$ cat config.mk
export PLATFORM = sky130hd
export DESIGN_NAME = dbg_pin_mux
export DESIGN_NICKNAME = d
export VERILOG_FILES = /design/src/rtl/dbg_pin_pkg.sv /design/src/rtl/dbg_pin_mux.sv /design/src/rtl/dbg_sync2.sv
export SDC_FILE = /design/constraint.sdc
export NUM_CORES = 1
export LEC_CHECK = 0
export ABC_AREA = 1
export BUFFER_PORTS_ARGS = -buffer_cell sky130_fd_sc_hd__buf_4
export CORE_ASPECT_RATIO = 2
export CORE_MARGIN = 2
export CORE_UTILIZATION = 49
export CTS_BUF_LIST = sky130_fd_sc_hd__clkbuf_2
export DETAILED_ROUTE_END_ITERATION = 10
export PLACE_DENSITY = 0.82
export REMOVE_ABC_BUFFERS = 1
export SYNTH_ARGS = -nofsm -noshare
export SYNTH_HDL_FRONTEND = slang
export SYNTH_HIERARCHICAL = 1
export SYNTH_SLANG_ARGS = --single-unit
$ cat constraint.sdc
create_clock -name hclk -period 1.4 [get_ports hclk]
set_input_delay 0.28 -clock hclk [delete_from_list [all_inputs] [get_ports hclk]]
set_output_delay 0.28 -clock hclk [all_outputs]
set_load 0.02 [all_outputs]
$ cat src/rtl/dbg_pin_pkg.sv
/*
  Shared constants and carriers for the debug pin function select block.
  Assumes a 32-bit AHB-Lite register bus and a 100 MHz system clock.
*/
package dbg_pin_pkg;

  // Register byte offsets
  localparam logic [7:0] OFS_FUNC   = 8'h00;
  localparam logic [7:0] OFS_IE     = 8'h04;
  localparam logic [7:0] OFS_OE     = 8'h08;
  localparam logic [7:0] OFS_PUP    = 8'h0c;
  localparam logic [7:0] OFS_PDN    = 8'h10;
  localparam logic [7:0] OFS_GPOUT  = 8'h14;
  localparam logic [7:0] OFS_GPIN   = 8'h18;
  localparam logic [7:0] OFS_STATUS = 8'h1c;
  localparam logic [7:0] OFS_STBY   = 8'h20;

  // Bit positions of the five shared pins in every per-pin register
  localparam int BIT_DATA   = 0;
  localparam int BIT_CLK    = 1;
  localparam int BIT_TCLK   = 2;
  localparam int BIT_TDATA  = 3;
  localparam int BIT_VIEWER = 4;
  localparam int NPINS      = 5;

  // Values after reset: data, clock, trace clock, trace data, viewer
  localparam logic [4:0] RST_FUNC  = 5'h13;
  localparam logic [4:0] RST_IE    = 5'h03;
  localparam logic [4:0] RST_OE    = 5'h11;
  localparam logic [4:0] RST_PUP   = 5'h01;
  localparam logic [4:0] RST_PDN   = 5'h02;
  localparam logic [4:0] RST_GPOUT = 5'h00;
  localparam logic       RST_STANDBY_DRIVE_ENABLE  = 1'b0;

  // Per-pin settings travel together
  typedef struct packed {
    logic [4:0] func;
    logic [4:0] ie;
    logic [4:0] oe;
    logic [4:0] pup;
    logic [4:0] pdn;
    logic [4:0] gpout;
  } pin_cfg_t;

  // Pad drive for all shared pins
  typedef struct packed {
    logic [4:0] out;
    logic [4:0] oe;
    logic [4:0] pup;
    logic [4:0] pdn;
  } pad_drv_t;

  typedef enum logic [2:0] {
    ST_IDLE  = 3'b001,
    ST_WRITE = 3'b010,
    ST_READ  = 3'b100
  } bus_state_t;

endpackage : dbg_pin_pkg

$ cat src/rtl/dbg_pin_mux.sv
/*
  Debug pin function select: muxes serial wire debug, viewer and trace
  signals onto shared port pins, with an AHB-Lite register file.
  Assumes pad inputs are asynchronous; debug core signals are on hclk.
*/
`timescale 1ns/1ps
`default_nettype none
module dbg_pin_mux
  import dbg_pin_pkg::*;
(
  input  wire logic        hclk,
  input  wire logic        hresetn,
  input  wire logic        hsel,
  input  wire logic [31:0] haddr,
  input  wire logic [1:0]  htrans,
  input  wire logic        hwrite,
  input  wire logic [2:0]  hsize,
  input  wire logic [31:0] hwdata,
  input  wire logic        hready,
  output var  logic [31:0] hrdata,
  output var  logic        hreadyout,
  output var  logic        hresp,
  input  wire logic [4:0]  pad_in,
  output var  pad_drv_t    pad_drv,
  input  wire logic        dbg_data_out,
  input  wire logic        dbg_data_oe,
  input  wire logic        viewer_trace_output,
  input  wire logic        trace_clock_output,
  input  wire logic        trace_data_output,
  output var  logic        dbg_data_in,
  output var  logic        dbg_clk_in,
  input  wire logic        stop_mode,
  input  wire logic        core_halted,
  input  wire logic        reset_pin_n,
  output var  logic        wdt_stop,
  output var  logic        dbg_enable
);

  ////////////////////////////////////////////////////////////////////////
  // Synchronise pad inputs and reset pin level
  logic [5:0] sync_q;

  dbg_sync2 #(.W(6)) u_sync (
    .hclk     (hclk),
    .hresetn  (hresetn),
    .async_in ({reset_pin_n, pad_in}),
    .sync_out (sync_q)
  );

  ////////////////////////////////////////////////////////////////////////
  // Register bus
  pin_cfg_t   cfg_ff, nxt_cfg;
  logic       standby_drive_enable_ff, nxt_standby_drive_enable;
  bus_state_t st_ff, nxt_st;
  logic [7:0] addr_ff, nxt_addr;
  logic [31:0] rdata_ff, nxt_rdata;

  function automatic logic [31:0] rd_word(input logic [7:0] a, input pin_cfg_t c,
                                          input logic d, input logic [5:0] s,
                                          input logic h);
    logic [31:0] r;
    r = 32'h0000_0000;
    if (a == OFS_FUNC) r[4:0] = c.func;
    else if (a == OFS_IE) r[4:0] = c.ie;
    else if (a == OFS_OE) r[4:0] = c.oe;
    else if (a == OFS_PUP) r[4:0] = c.pup;
    else if (a == OFS_PDN) r[4:0] = c.pdn;
    else if (a == OFS_GPOUT) r[4:0] = c.gpout;
    else if (a == OFS_GPIN) r[4:0] = s[4:0] & c.ie;
    else if (a == OFS_STATUS) r[2:0] = {h, s[5], c.func[BIT_CLK] & c.func[BIT_DATA]};
    else if (a == OFS_STBY) r[0] = d;
    return r;
  endfunction : rd_word

  always_comb begin
    nxt_cfg   = cfg_ff;
    nxt_standby_drive_enable  = standby_drive_enable_ff;
    nxt_st    = ST_IDLE;
    nxt_addr  = addr_ff;
    nxt_rdata = rdata_ff;
    if (st_ff == ST_WRITE) begin
      if (addr_ff == OFS_FUNC) nxt_cfg.func = hwdata[4:0];
      else if (addr_ff == OFS_IE) nxt_cfg.ie = hwdata[4:0];
      else if (addr_ff == OFS_OE) nxt_cfg.oe = hwdata[4:0];
      else if (addr_ff == OFS_PUP) nxt_cfg.pup = hwdata[4:0];
      else if (addr_ff == OFS_PDN) nxt_cfg.pdn = hwdata[4:0];
      else if (addr_ff == OFS_GPOUT) nxt_cfg.gpout = hwdata[4:0];
      else if (addr_ff == OFS_STBY) nxt_standby_drive_enable = hwdata[0];
    end
    if (hsel && hready && htrans[1]) begin
      nxt_addr = {haddr[7:2], 2'b00};
      if (hwrite) begin
        nxt_st = ST_WRITE;
      end else begin
        nxt_st    = ST_READ;
        nxt_rdata = rd_word({haddr[7:2], 2'b00}, cfg_ff, standby_drive_enable_ff, sync_q, core_halted);
      end
    end
  end

  always_ff @(posedge hclk or negedge hresetn) begin
    if (!hresetn) begin
      cfg_ff   <= '{func: RST_FUNC, ie: RST_IE, oe: RST_OE,
                    pup: RST_PUP, pdn: RST_PDN, gpout: RST_GPOUT};
      standby_drive_enable_ff  <= RST_STANDBY_DRIVE_ENABLE;
      st_ff    <= ST_IDLE;
      addr_ff  <= 8'h00;
      rdata_ff <= 32'h0000_0000;
    end else begin
      cfg_ff   <= nxt_cfg;
      standby_drive_enable_ff  <= nxt_standby_drive_enable;
      st_ff    <= nxt_st;
      addr_ff  <= nxt_addr;
      rdata_ff <= nxt_rdata;
    end
  end

  always_comb begin
    hrdata    = rdata_ff;
    hreadyout = 1'b1;
    hresp     = 1'b0;
  end

  ////////////////////////////////////////////////////////////////////////
  // Pad mux and debug side signals
  pad_drv_t nxt_pad;
  logic     nxt_data_in, nxt_clk_in, nxt_wdt, nxt_dbgen;
  logic     keep_drive;

  always_comb begin
    keep_drive  = 1'b0;
    nxt_pad.pup = cfg_ff.pup;
    nxt_pad.pdn = cfg_ff.pdn;
    nxt_pad.out = cfg_ff.gpout;
    for (int i = 0; i < NPINS; i++) begin
      nxt_pad.oe[i] = cfg_ff.oe[i] & ~(stop_mode & ~standby_drive_enable_ff);
    end
    if (cfg_ff.func[BIT_DATA]) begin
      nxt_pad.out[BIT_DATA] = dbg_data_out;
      keep_drive = cfg_ff.oe[BIT_DATA] & dbg_data_oe;
      nxt_pad.oe[BIT_DATA] = keep_drive;
    end
    if (cfg_ff.func[BIT_CLK]) begin
      nxt_pad.oe[BIT_CLK] = 1'b0;
    end
    if (cfg_ff.func[BIT_VIEWER]) begin
      nxt_pad.out[BIT_VIEWER] = viewer_trace_output;
      nxt_pad.oe[BIT_VIEWER]  = cfg_ff.oe[BIT_VIEWER];
    end
    if (cfg_ff.func[BIT_TCLK]) begin
      nxt_pad.out[BIT_TCLK] = trace_clock_output;
    end
    if (cfg_ff.func[BIT_TDATA]) begin
      nxt_pad.out[BIT_TDATA] = trace_data_output;
    end
    nxt_dbgen   = sync_q[5] & cfg_ff.func[BIT_DATA] & cfg_ff.func[BIT_CLK];
    nxt_data_in = nxt_dbgen & cfg_ff.ie[BIT_DATA] & sync_q[BIT_DATA];
    nxt_clk_in  = nxt_dbgen & cfg_ff.ie[BIT_CLK] & sync_q[BIT_CLK];
    nxt_wdt     = core_halted;
  end

  always_ff @(posedge hclk or negedge hresetn) begin
    if (!hresetn) begin
      pad_drv     <= '{out: RST_GPOUT, oe: RST_OE, pup: RST_PUP, pdn: RST_PDN};
      dbg_data_in <= 1'b0;
      dbg_clk_in  <= 1'b0;
      wdt_stop    <= 1'b0;
      dbg_enable  <= 1'b0;
    end else begin
      pad_drv     <= nxt_pad;
      dbg_data_in <= nxt_data_in;
      dbg_clk_in  <= nxt_clk_in;
      wdt_stop    <= nxt_wdt;
      dbg_enable  <= nxt_dbgen;
    end
  end

  ////////////////////////////////////////////////////////////////////////
  // Checks
  a_reset_func_default: assert property (@(posedge hclk)
    $rose(hresetn) |-> cfg_ff.func == RST_FUNC && cfg_ff.pdn == RST_PDN)
    else $error("debug pins not debug after reset");

  a_viewer_stop_drive: assert property (@(posedge hclk) disable iff (!hresetn)
    cfg_ff.func[BIT_VIEWER] && cfg_ff.oe[BIT_VIEWER] && stop_mode |=> pad_drv.oe[BIT_VIEWER])
    else $error("viewer driver dropped in stop");

  a_clk_input_only: assert property (@(posedge hclk) disable iff (!hresetn)
    cfg_ff.func[BIT_CLK] |=> !pad_drv.oe[BIT_CLK])
    else $error("clock pin driven");

  a_halt_wdt_stop: assert property (@(posedge hclk) disable iff (!hresetn)
    core_halted |=> wdt_stop)
    else $error("watchdog not stopped in halt");

  a_reset_pin_block: assert property (@(posedge hclk) disable iff (!hresetn)
    !sync_q[5] |=> !dbg_enable && !dbg_clk_in)
    else $error("debug active during reset pin");

  a_gp_path_out: assert property (@(posedge hclk) disable iff (!hresetn)
    !cfg_ff.func[BIT_TDATA] |=> pad_drv.out[BIT_TDATA] == $past(cfg_ff.gpout[BIT_TDATA]))
    else $error("port path not selected");

  a_trace_out_sel: assert property (@(posedge hclk) disable iff (!hresetn)
    cfg_ff.func[BIT_TCLK] |=> pad_drv.out[BIT_TCLK] == $past(trace_clock_output))
    else $error("trace clock not routed");

  a_reset_pad_oe: assert property (@(posedge hclk)
    $rose(hresetn) |-> pad_drv.oe == RST_OE && pad_drv.pup == RST_PUP)
    else $error("pad reset settings wrong");

endmodule : dbg_pin_mux
`default_nettype wire

$ cat src/rtl/dbg_sync2.sv
/*
  Two-flop synchroniser for a vector of asynchronous inputs.
  Assumes the inputs are static for at least two destination clock cycles.
*/
`timescale 1ns/1ps
`default_nettype none
module dbg_sync2 #(
  parameter int W = 1
) (
  input  wire logic         hclk,
  input  wire logic         hresetn,
  input  wire logic [W-1:0] async_in,
  output var  logic [W-1:0] sync_out
);

  logic [W-1:0] meta_ff;
  logic [W-1:0] nxt_meta;
  logic [W-1:0] nxt_sync;

  always_comb begin
    nxt_meta = async_in;
    nxt_sync = meta_ff;
  end

  always_ff @(posedge hclk or negedge hresetn) begin
    if (!hresetn) begin
      meta_ff  <= '0;
      sync_out <= '0;
    end else begin
      meta_ff  <= nxt_meta;
      sync_out <= nxt_sync;
    end
  end

endmodule : dbg_sync2
`default_nettype wire

; ---- Word level (Yosys, flattened, before mapping)
; Cells that the tools add are included.
; Widths: inputs -> output; s select.
[word_totals]
elab_cells = 91
register_bits = 81
out_inout_bits = 58
[op_classes]
n_mux = 20
n_reduce_logical = 12
n_eq_ne = 15
bitwise_logic = 24
[ops]
columns = operator, count
row1 = $eq 6x3->1 const B, 6
row2 = $mux 5, 6
row3 = $eq 6x2->1 const B, 4
row4 = $and 1x1->1, 14
row5 = $eq 6x1->1 const B, 2
row6 = $eq 6x4->1 const B, 2
row7 = $mux 1, 9
row8 = $mux 3, 3
row9 = $not 1->1, 9
row10 = $logic_not 8->1, 1
row11 = $reduce_and 8->1, 1
row12 = $reduce_and 7->1, 1
row13 = $logic_not 6->1, 1
row14 = $reduce_and 6->1, 1
row15 = $and 5x5->5, 1
row16 = $reduce_and 5->1, 1
row17 = $mux 2, 2
row18 = $reduce_and 2->1, 2
row19 = $reduce_and 4->1, 1
row20 = $eq 3x2->1 const B, 1
row21 = $reduce_and 3->1, 1
row22 = $logic_and 1x1->1, 2

; ---- Depth between registers and ports, before layout
; Gate-level depths: netlist of the first run.
[logic_depth]
word_depth = 10
depth_mapped = 11

; ---- By module
; Netlist of the first run, hierarchy kept.
[by_module_without_submodules]
columns = module, cells_each, area_per_inst_um2, n_inst
row1 = dbg_pin_mux, 348, 3144.3, 1
row2 = dbg_sync2, 12, 300.3, 1

; ---- Worst setup path before layout of the first run
; OpenSTA, ideal clock, no wires.
[synth_path]
path_kind = reg-to-reg
start = reg addr_ff[5]
end = reg cfg_ff[16] (netlist name)
path_buffers = 0
required_ns = 1.276
period_less_slack_ns = 1.208
path_slack_ns = 0.192
t_arrival_ns = 1.084
path_stages_with_launch = 6
path_cell_list = dfrtp_1 > or2_1 > nor3_2 > nand3_2 > nand2_1 > o21ai_1
[synth_between]
elab_chain_cells = 3
elab_cells_between_ends = 6
cone_classes = 2 x eq/ne / 2 x bitwise / 2 x reduce/logical
[synth_rtl]
columns = element, line_no
row1 = start: declaration, dbg_pin_mux.sv:55  ; logic [7:0] addr_ff, nxt_addr;
row2 = start signal: assignment, dbg_pin_mux.sv:113  ; addr_ff <= nxt_addr;
row3 = $eq 6x1->1 / $logic_not 8->1 (equally long branches), "dbg_pin_mux.sv:83, dbg_pin_mux.sv:82"
row4 = $not 1->1 (no source line), n/a
row5 = $reduce_and 4->1 (no source line) (*), n/a
row6 = end signal: assignment, dbg_pin_mux.sv:103  ; cfg_ff <= '{func: RST_FUNC, ie: RST_IE, oe: RST_OE,
row7 = end signal: assignment, dbg_pin_mux.sv:110  ; cfg_ff <= nxt_cfg;
row8 = end: declaration, dbg_pin_mux.sv:52  ; pin_cfg_t cfg_ff, nxt_cfg;
; Every way passes the cells marked *; elsewhere a longest branch is shown, timed or not.
; A chain may end at the register's enable or synchronous reset.

; ---- Worst setup path in the final report of the first run
[layout_path]
start = reg pad_drv[10] (netlist name)
end = out pad_drv[10] (netlist name)
[layout_lines]
columns = element, line_no
row1 = start: declaration, dbg_pin_mux.sv:24  ; output var pad_drv_t pad_drv,
row2 = start signal: assignment, dbg_pin_mux.sv:164  ; pad_drv <= '{out: RST_GPOUT, oe: RST_OE, pup: RST_PUP, pdn: RST_PDN};
row3 = start signal: assignment, dbg_pin_mux.sv:170  ; pad_drv <= nxt_pad;
; No word-level cell between the ends.

==> impl_metrics.toml, run 1 <==
[placement]
routabilityCongestion = 0.9256
post_dp_cell_area_mm2 = 0.003943
dp.cells = 511
dp_hpwl_um = 5294
portBuffers = 58

[pwr]
combPwrFrac = 0.155
intPower_uw = 3380
clkPwrFrac = 0.294
ir_drop_uv = 648.6
leakage_uw = 0.002322
switching_share = 0.2737
p_switching_uw = 1274
p_per_area_mw_per_mm2 = 1044
power_frac_seq = 0.551

[yosys]
yosys.area.top_type_share = 0.4867
yosysTopAreaCell = "dfrtp_1"
synth_edf_count = 0
synth-async-reset-ratio = 1.000
ys_seq_area_frac = 0.5935
synth.distinct_cells = 24
ys_ff_latch = 81
synth_area_leaders = "dfrtp_1, dfstp_2, nand2_1, buf_4, o21ai_1"
syn_inst = 360
yosysMostFrequentCell = "nand2_1"
synth_area_mm2 = 0.003445
ys.flop_type = "dfrtp_1"
ys_warn_count = 6
synth_common_cells = "nand2_1, dfrtp_1, o21ai_1"
syn_avg_cell_area_um2 = 9.568

[sta]
holdWs_ps = 21.88
min_period_ps = 1516
setup_tns_ps = -432.3
period_share = 1.083
hold_violations = 0
rsz0062_at_grt = "true"
setup_violations = 5
fmax_mhz = 659.8
setup_slack_ps = -115.5
drv_slew = 0
clock-skew-final_ps = 17.73

[floorplanning]
core_area_mm2 = 0.006887
chipHeight_um = 122.6
start_util = 0.5002
die-width_um = 63.29
die_area_mm2 = 0.007757
top_level_ports = 145
rows = 43

[run]
maxCapViolCount = 0

[cts]
cts_tree = "built"
numCtsBuffers = 9
clock_path_buffers = 2
htree_levels = 3
clk-insertion-delay-late_ps = 550
root_buffer = "clkbuf_2"
clock_sinks = 81
cts.clk_slew.worst_paths_ps = 200

[setup_path]
crit_chain = "buf_6"
r2r-start = "addr_ff[5]"
slowest_stage = "dfstp_2"
critical_path_peak_fanout = 1
arrival_ps = 1240
critPathLaunchType = "register"
reg2reg_depth = 4
path_delay_family = "flip-flops"
crit_path_end_kind = "output pin"
crit_buf_inv = 1
slowest_delay_ps = 580
critical_path.startpoint = "pad_drv[10]"
critPathKind = "reg -> out"
required_ps = 1120
crit_cells = 1

[global_route]
grt_max_degree = 47
track_usage = 0.2083
antenna_found_initial = 1
grt_overflow_total = 0
grt_pass1_wl_um = 11960
grt_pass1_vias = 2521

[hold_path]
min_path_cells = 3
min_path_type = "in -> reg"
min_from = "haddr[4]"

[final_layout]
drive_gt1_frac = 0.2944
nets = 544
final_cells = 553
area_growth_pct = 29.35
post-route-util = 0.6470
fin_area_mm2 = 0.004456

[detailed_routing]
drt_wl_total_um = 7420
firstDrtPassIters = 4
drt-initial-drc-count = 122
postRouteAntennaNets = 0
via_count = 2619
vias_per_cell = 4.736
wl_per_cell_um = 13.42
drt_drc_violations_left = 0

[outcome]
violations = "setup timing"
status = "complete, but fails checks"
-- registers in the layout, summed over array words and instances (netlist names), 3 cells and up --
| name | count |
|---|---|
| st_ff | 3 |
| pad_drv | 20 |
| u_sync/meta_ff | 6 |
| u_sync/sync_out | 6 |
| hrdata | 5 |
| addr_ff | 6 |
| cfg_ff | 30 |
-- power groups by stage --
stage                     clock (uW)  sequential (uW)  combinational (uW)
after global placement             0             2590                 595
after CTS                       1380             2560                 681
after detailed placement           0             2590                 608
after global routing            1480             2580                 793
final                           1370             2570                 721
after floorplan                    0             2640                 273
-- per-stage QoR --
| stage | setup WS (ps) | power [uW] |
|---|---|---|
| after floorplan | 192.4 | 2916 |
| after global placement | -9.118 | 3185 |
| after detailed placement | -32.67 | 3201 |
| after CTS | -125.3 | 4613 |
| after global routing | -153.6 | 4858 |
| final | -115.5 | 4654 |
-- per-layer routing --
layer | GRT usage | vias to the layer above | routed length [um]
met5 | 0 | - | 0
met4 | 0.1454 | 0 | 412
met3 | 0.04400 | 25 | 460
met2 | 0.3697 | 125 | 3972
met1 | 0.2161 | 1192 | 2575
li1 | - | 1277 | -
-- cells by family (layout without fill, tap and decap cells) --
group           Yosys count  in the layout  share of synthesized area
simple gates            157            157                     0.2161
flops                    81             81                     0.5935
compound gates           51             51                    0.07701
mux                       2              2                   0.006538
other cells               2             30                   0.002180
buf+inv                  67            142                     0.1046
-- path summary, 6_finish.rpt --
path | end | slack (ps)
worst max-delay path | pad_drv[10] | -120
worst min-delay path | addr_ff[4] | 20
worst max register to register | cfg_ff[20] | 40
worst min register to register | u_sync/sync_out[1] | 380
max in group asynchronous | cfg_ff[25] | 880
min in group asynchronous | cfg_ff[14] | 210
-- cells in the final DEF (no fill, tap or decap), types with 14 or more instances in the layout --
cell type       n
dfstp_2        14
buf_4          40
buf_6          29
conb_1         29
nand2_1        94
dfrtp_1        66
nor2_1         23
o21ai_1        30
dlygate4sd3_1  18
inv_1          28
-- cell type report --
cell class | instances | area, um2
diodes | 1 | 2.502
well taps | 90 | 112.6
clock buffers | 10 | 50.05
inverters | 37 | 138.9
flip-flops and latches | 81 | 2046
repair buffers | 89 | 847.1
multi-input cells | 239 | 1176
clock inverters | 6 | 82.58
fillers | 576 | 2431
-- timing repair --
action / 4_1_cts / 5_1_grt
cloned: 0 / 0
setup endpoints to repair: 12 / 46
resized for setup: 12 / 27
hold buffers: 18 / 0
endpoints found under the hold margin: 98 / 0
setup buffers: 4 / 3
pin swaps: 0 / 2
No activity file was read; power rests on OpenSTA's default activity.
==> inputs of run 2 (changes only) <==
SETUP_SLACK_MARGIN = 0.2   (was not set)
==> run 2 against run 1 <==
  * Sequential cell count unchanged
  * Clock power about the same
  * Register-to-register slack got worse by 60 ps
  * Critical endpoint is now pad_drv[14]
  * Fmax about the same
  * Clock skew increased by 5.8 ps
  * First-iteration DRC count increased by 48%
  * Die area unchanged
  * Core utilization increased by 7.6 points
  * Setup slack got worse by 0.72 ps
  * Worst hold slack improved by 1.4 ps
  * The flow still finishes with violations (setup timing)
  * Final cell count increased by 4.0%
==> impl_metrics.toml, run 2 (synthesized netlist as in run 1, its figures left out) <==
[setup_path]
critPathLaunchType = "register"
slowest_delay_ps = 570
critical_path_peak_fanout = 1
critPathKind = "reg -> out"
path_delay_family = "flip-flops"
crit_path_end_kind = "output pin"
slowest_stage = "dfstp_2"
crit_chain = "buf_6"
ff2ff_setup_slack_ps = -20
crit_buf_inv = 1
required_ps = 1120
arrival_ps = 1240

[global_route]
grt_max_degree = 47
grt_overflow_total = 0
grt_pass1_wl_um = 13710
antenna_found_initial = 0
grt_pass1_vias = 2778
track_usage = 0.2398

[floorplanning]
core_area_mm2 = 0.006887
start_util = 0.5002
die-width_um = 63.29
rows = 43
top_level_ports = 145
die_area_mm2 = 0.007757
chipHeight_um = 122.6

[sta]
period_share = 1.083
holdWs_ps = 23.31
fmax_mhz = 659.5
drv_slew = 0
clock-skew-final_ps = 23.53
min_period_ps = 1516
hold_violations = 0
setup_slack_ps = -116.2
rsz0062_at_grt = "true"
setup_violations = 13

[final_layout]
most-common-layout-cells = "nand2_1, dfrtp_1, buf_4, buf_6, conb_1"
area_growth_pct = 44.46
drive_gt1_frac = 0.4227
layout_commonest_cell = "nand2_1"
nFillCells = 484
largest_reg_flops = 30
regMostFlops = "cfg_ff"
final_cells = 575
multiInputGateArea_mm2 = 0.001500
nets = 567
n_antenna_cell = 0
fin_area_mm2 = 0.004976
post-route-util = 0.7226
largest_registers = "cfg_ff: 30 flops, pad_drv: 20 flops"
register_area_mm2 = 0.002046

[cts]
numCtsBuffers = 9
cts_tree = "built"
cts.clk_slew.worst_paths_ps = 210
clock_sinks = 81
clk-insertion-delay-late_ps = 560
htree_levels = 3
clock_path_buffers = 2
root_buffer = "clkbuf_2"

[detailed_routing]
drt_wl_total_um = 8954
via_count = 2899
postRouteAntennaNets = 0
drt_drc_violations_left = 0
vias_per_cell = 5.042
drt-initial-drc-count = 180
firstDrtPassIters = 4
wl_per_cell_um = 15.57

[placement]
post_dp_cell_area_mm2 = 0.003943
routabilityCongestion = 0.9256
dp_hpwl_um = 5294
portBuffers = 58
dp.cells = 511
pre_cts_ws_ps = -32.67

[pwr]
leakage_uw = 0.002446
ir_drop_uv = 660.1
p_per_area_mw_per_mm2 = 980.6

[hold_path]
min_path_type = "in -> reg"

[outcome]
status = "complete, but fails checks"
violations = "setup timing"

[run]
maxCapViolCount = 0
[run 2: report_power, final]
part           leakage [uW]  total, uW  switching (uW)  internal, uW
combinational       0.00150        930             524           406
clock             0.0000833       1380             795           590
sequential         0.000862       2560            86.5          2480
total               0.00245       4880            1410          3470
[run 2: final timing paths]
| check | start | to | depth (start not counted) |
|---|---|---|---|
| max | pad_drv[14] | pad_drv[14] | 1 |
| min | haddr[4] | addr_ff[4] | 3 |
| max reg2reg | addr_ff[4] | cfg_ff[11] | 6 |
| min reg2reg | u_sync/meta_ff[1] | u_sync/sync_out[1] | 0 |
| max in group asynchronous | hresetn | cfg_ff[25] | 3 |
| min in group asynchronous | hresetn | pad_drv[18] | 3 |
[run 2: stage by stage]
| step | total power [uW] | setup TNS (ps) |
|---|---|---|
| global placement | 3185 | -9.118 |
| CTS | 4786 | -486.0 |
| finish | 4880 | -538.8 |
| global route | 5061 | -1664 |
| detailed placement | 3201 | -38.35 |
| floorplan | 2916 | 0 |
[run 2: what timing repair did]
action                                  CTS  global route
setup buffers                            18             7
cloned                                    3             2
endpoints found under the hold margin    98             0
gates resized for setup                  78            37
pin swaps                                19            22
hold buffers                             18             0
endpoints found under the setup margin   62            63
[run 2: final cells by class]
| cell class | instances | area share |
|---|---|---|
| sequential | 81 | 0.4111 |
| multi-input combinational | 244 | 0.3015 |
| timing repair buffer | 107 | 0.2102 |
| inverter | 37 | 0.02791 |
| tap | 90 | 0.02263 |
| clock inverter | 6 | 0.01660 |
| clock buffer | 10 | 0.01006 |
[run 2: metal layers]
layer | vias to the layer above | routed length (um) | global-route usage
li1 | 1341 | - | -
met1 | 1349 | 3031 | 0.2463
met2 | 161 | 4735 | 0.4142
met3 | 48 | 554 | 0.05316
met4 | 0 | 632 | 0.1929
met5 | - | 0 | 0
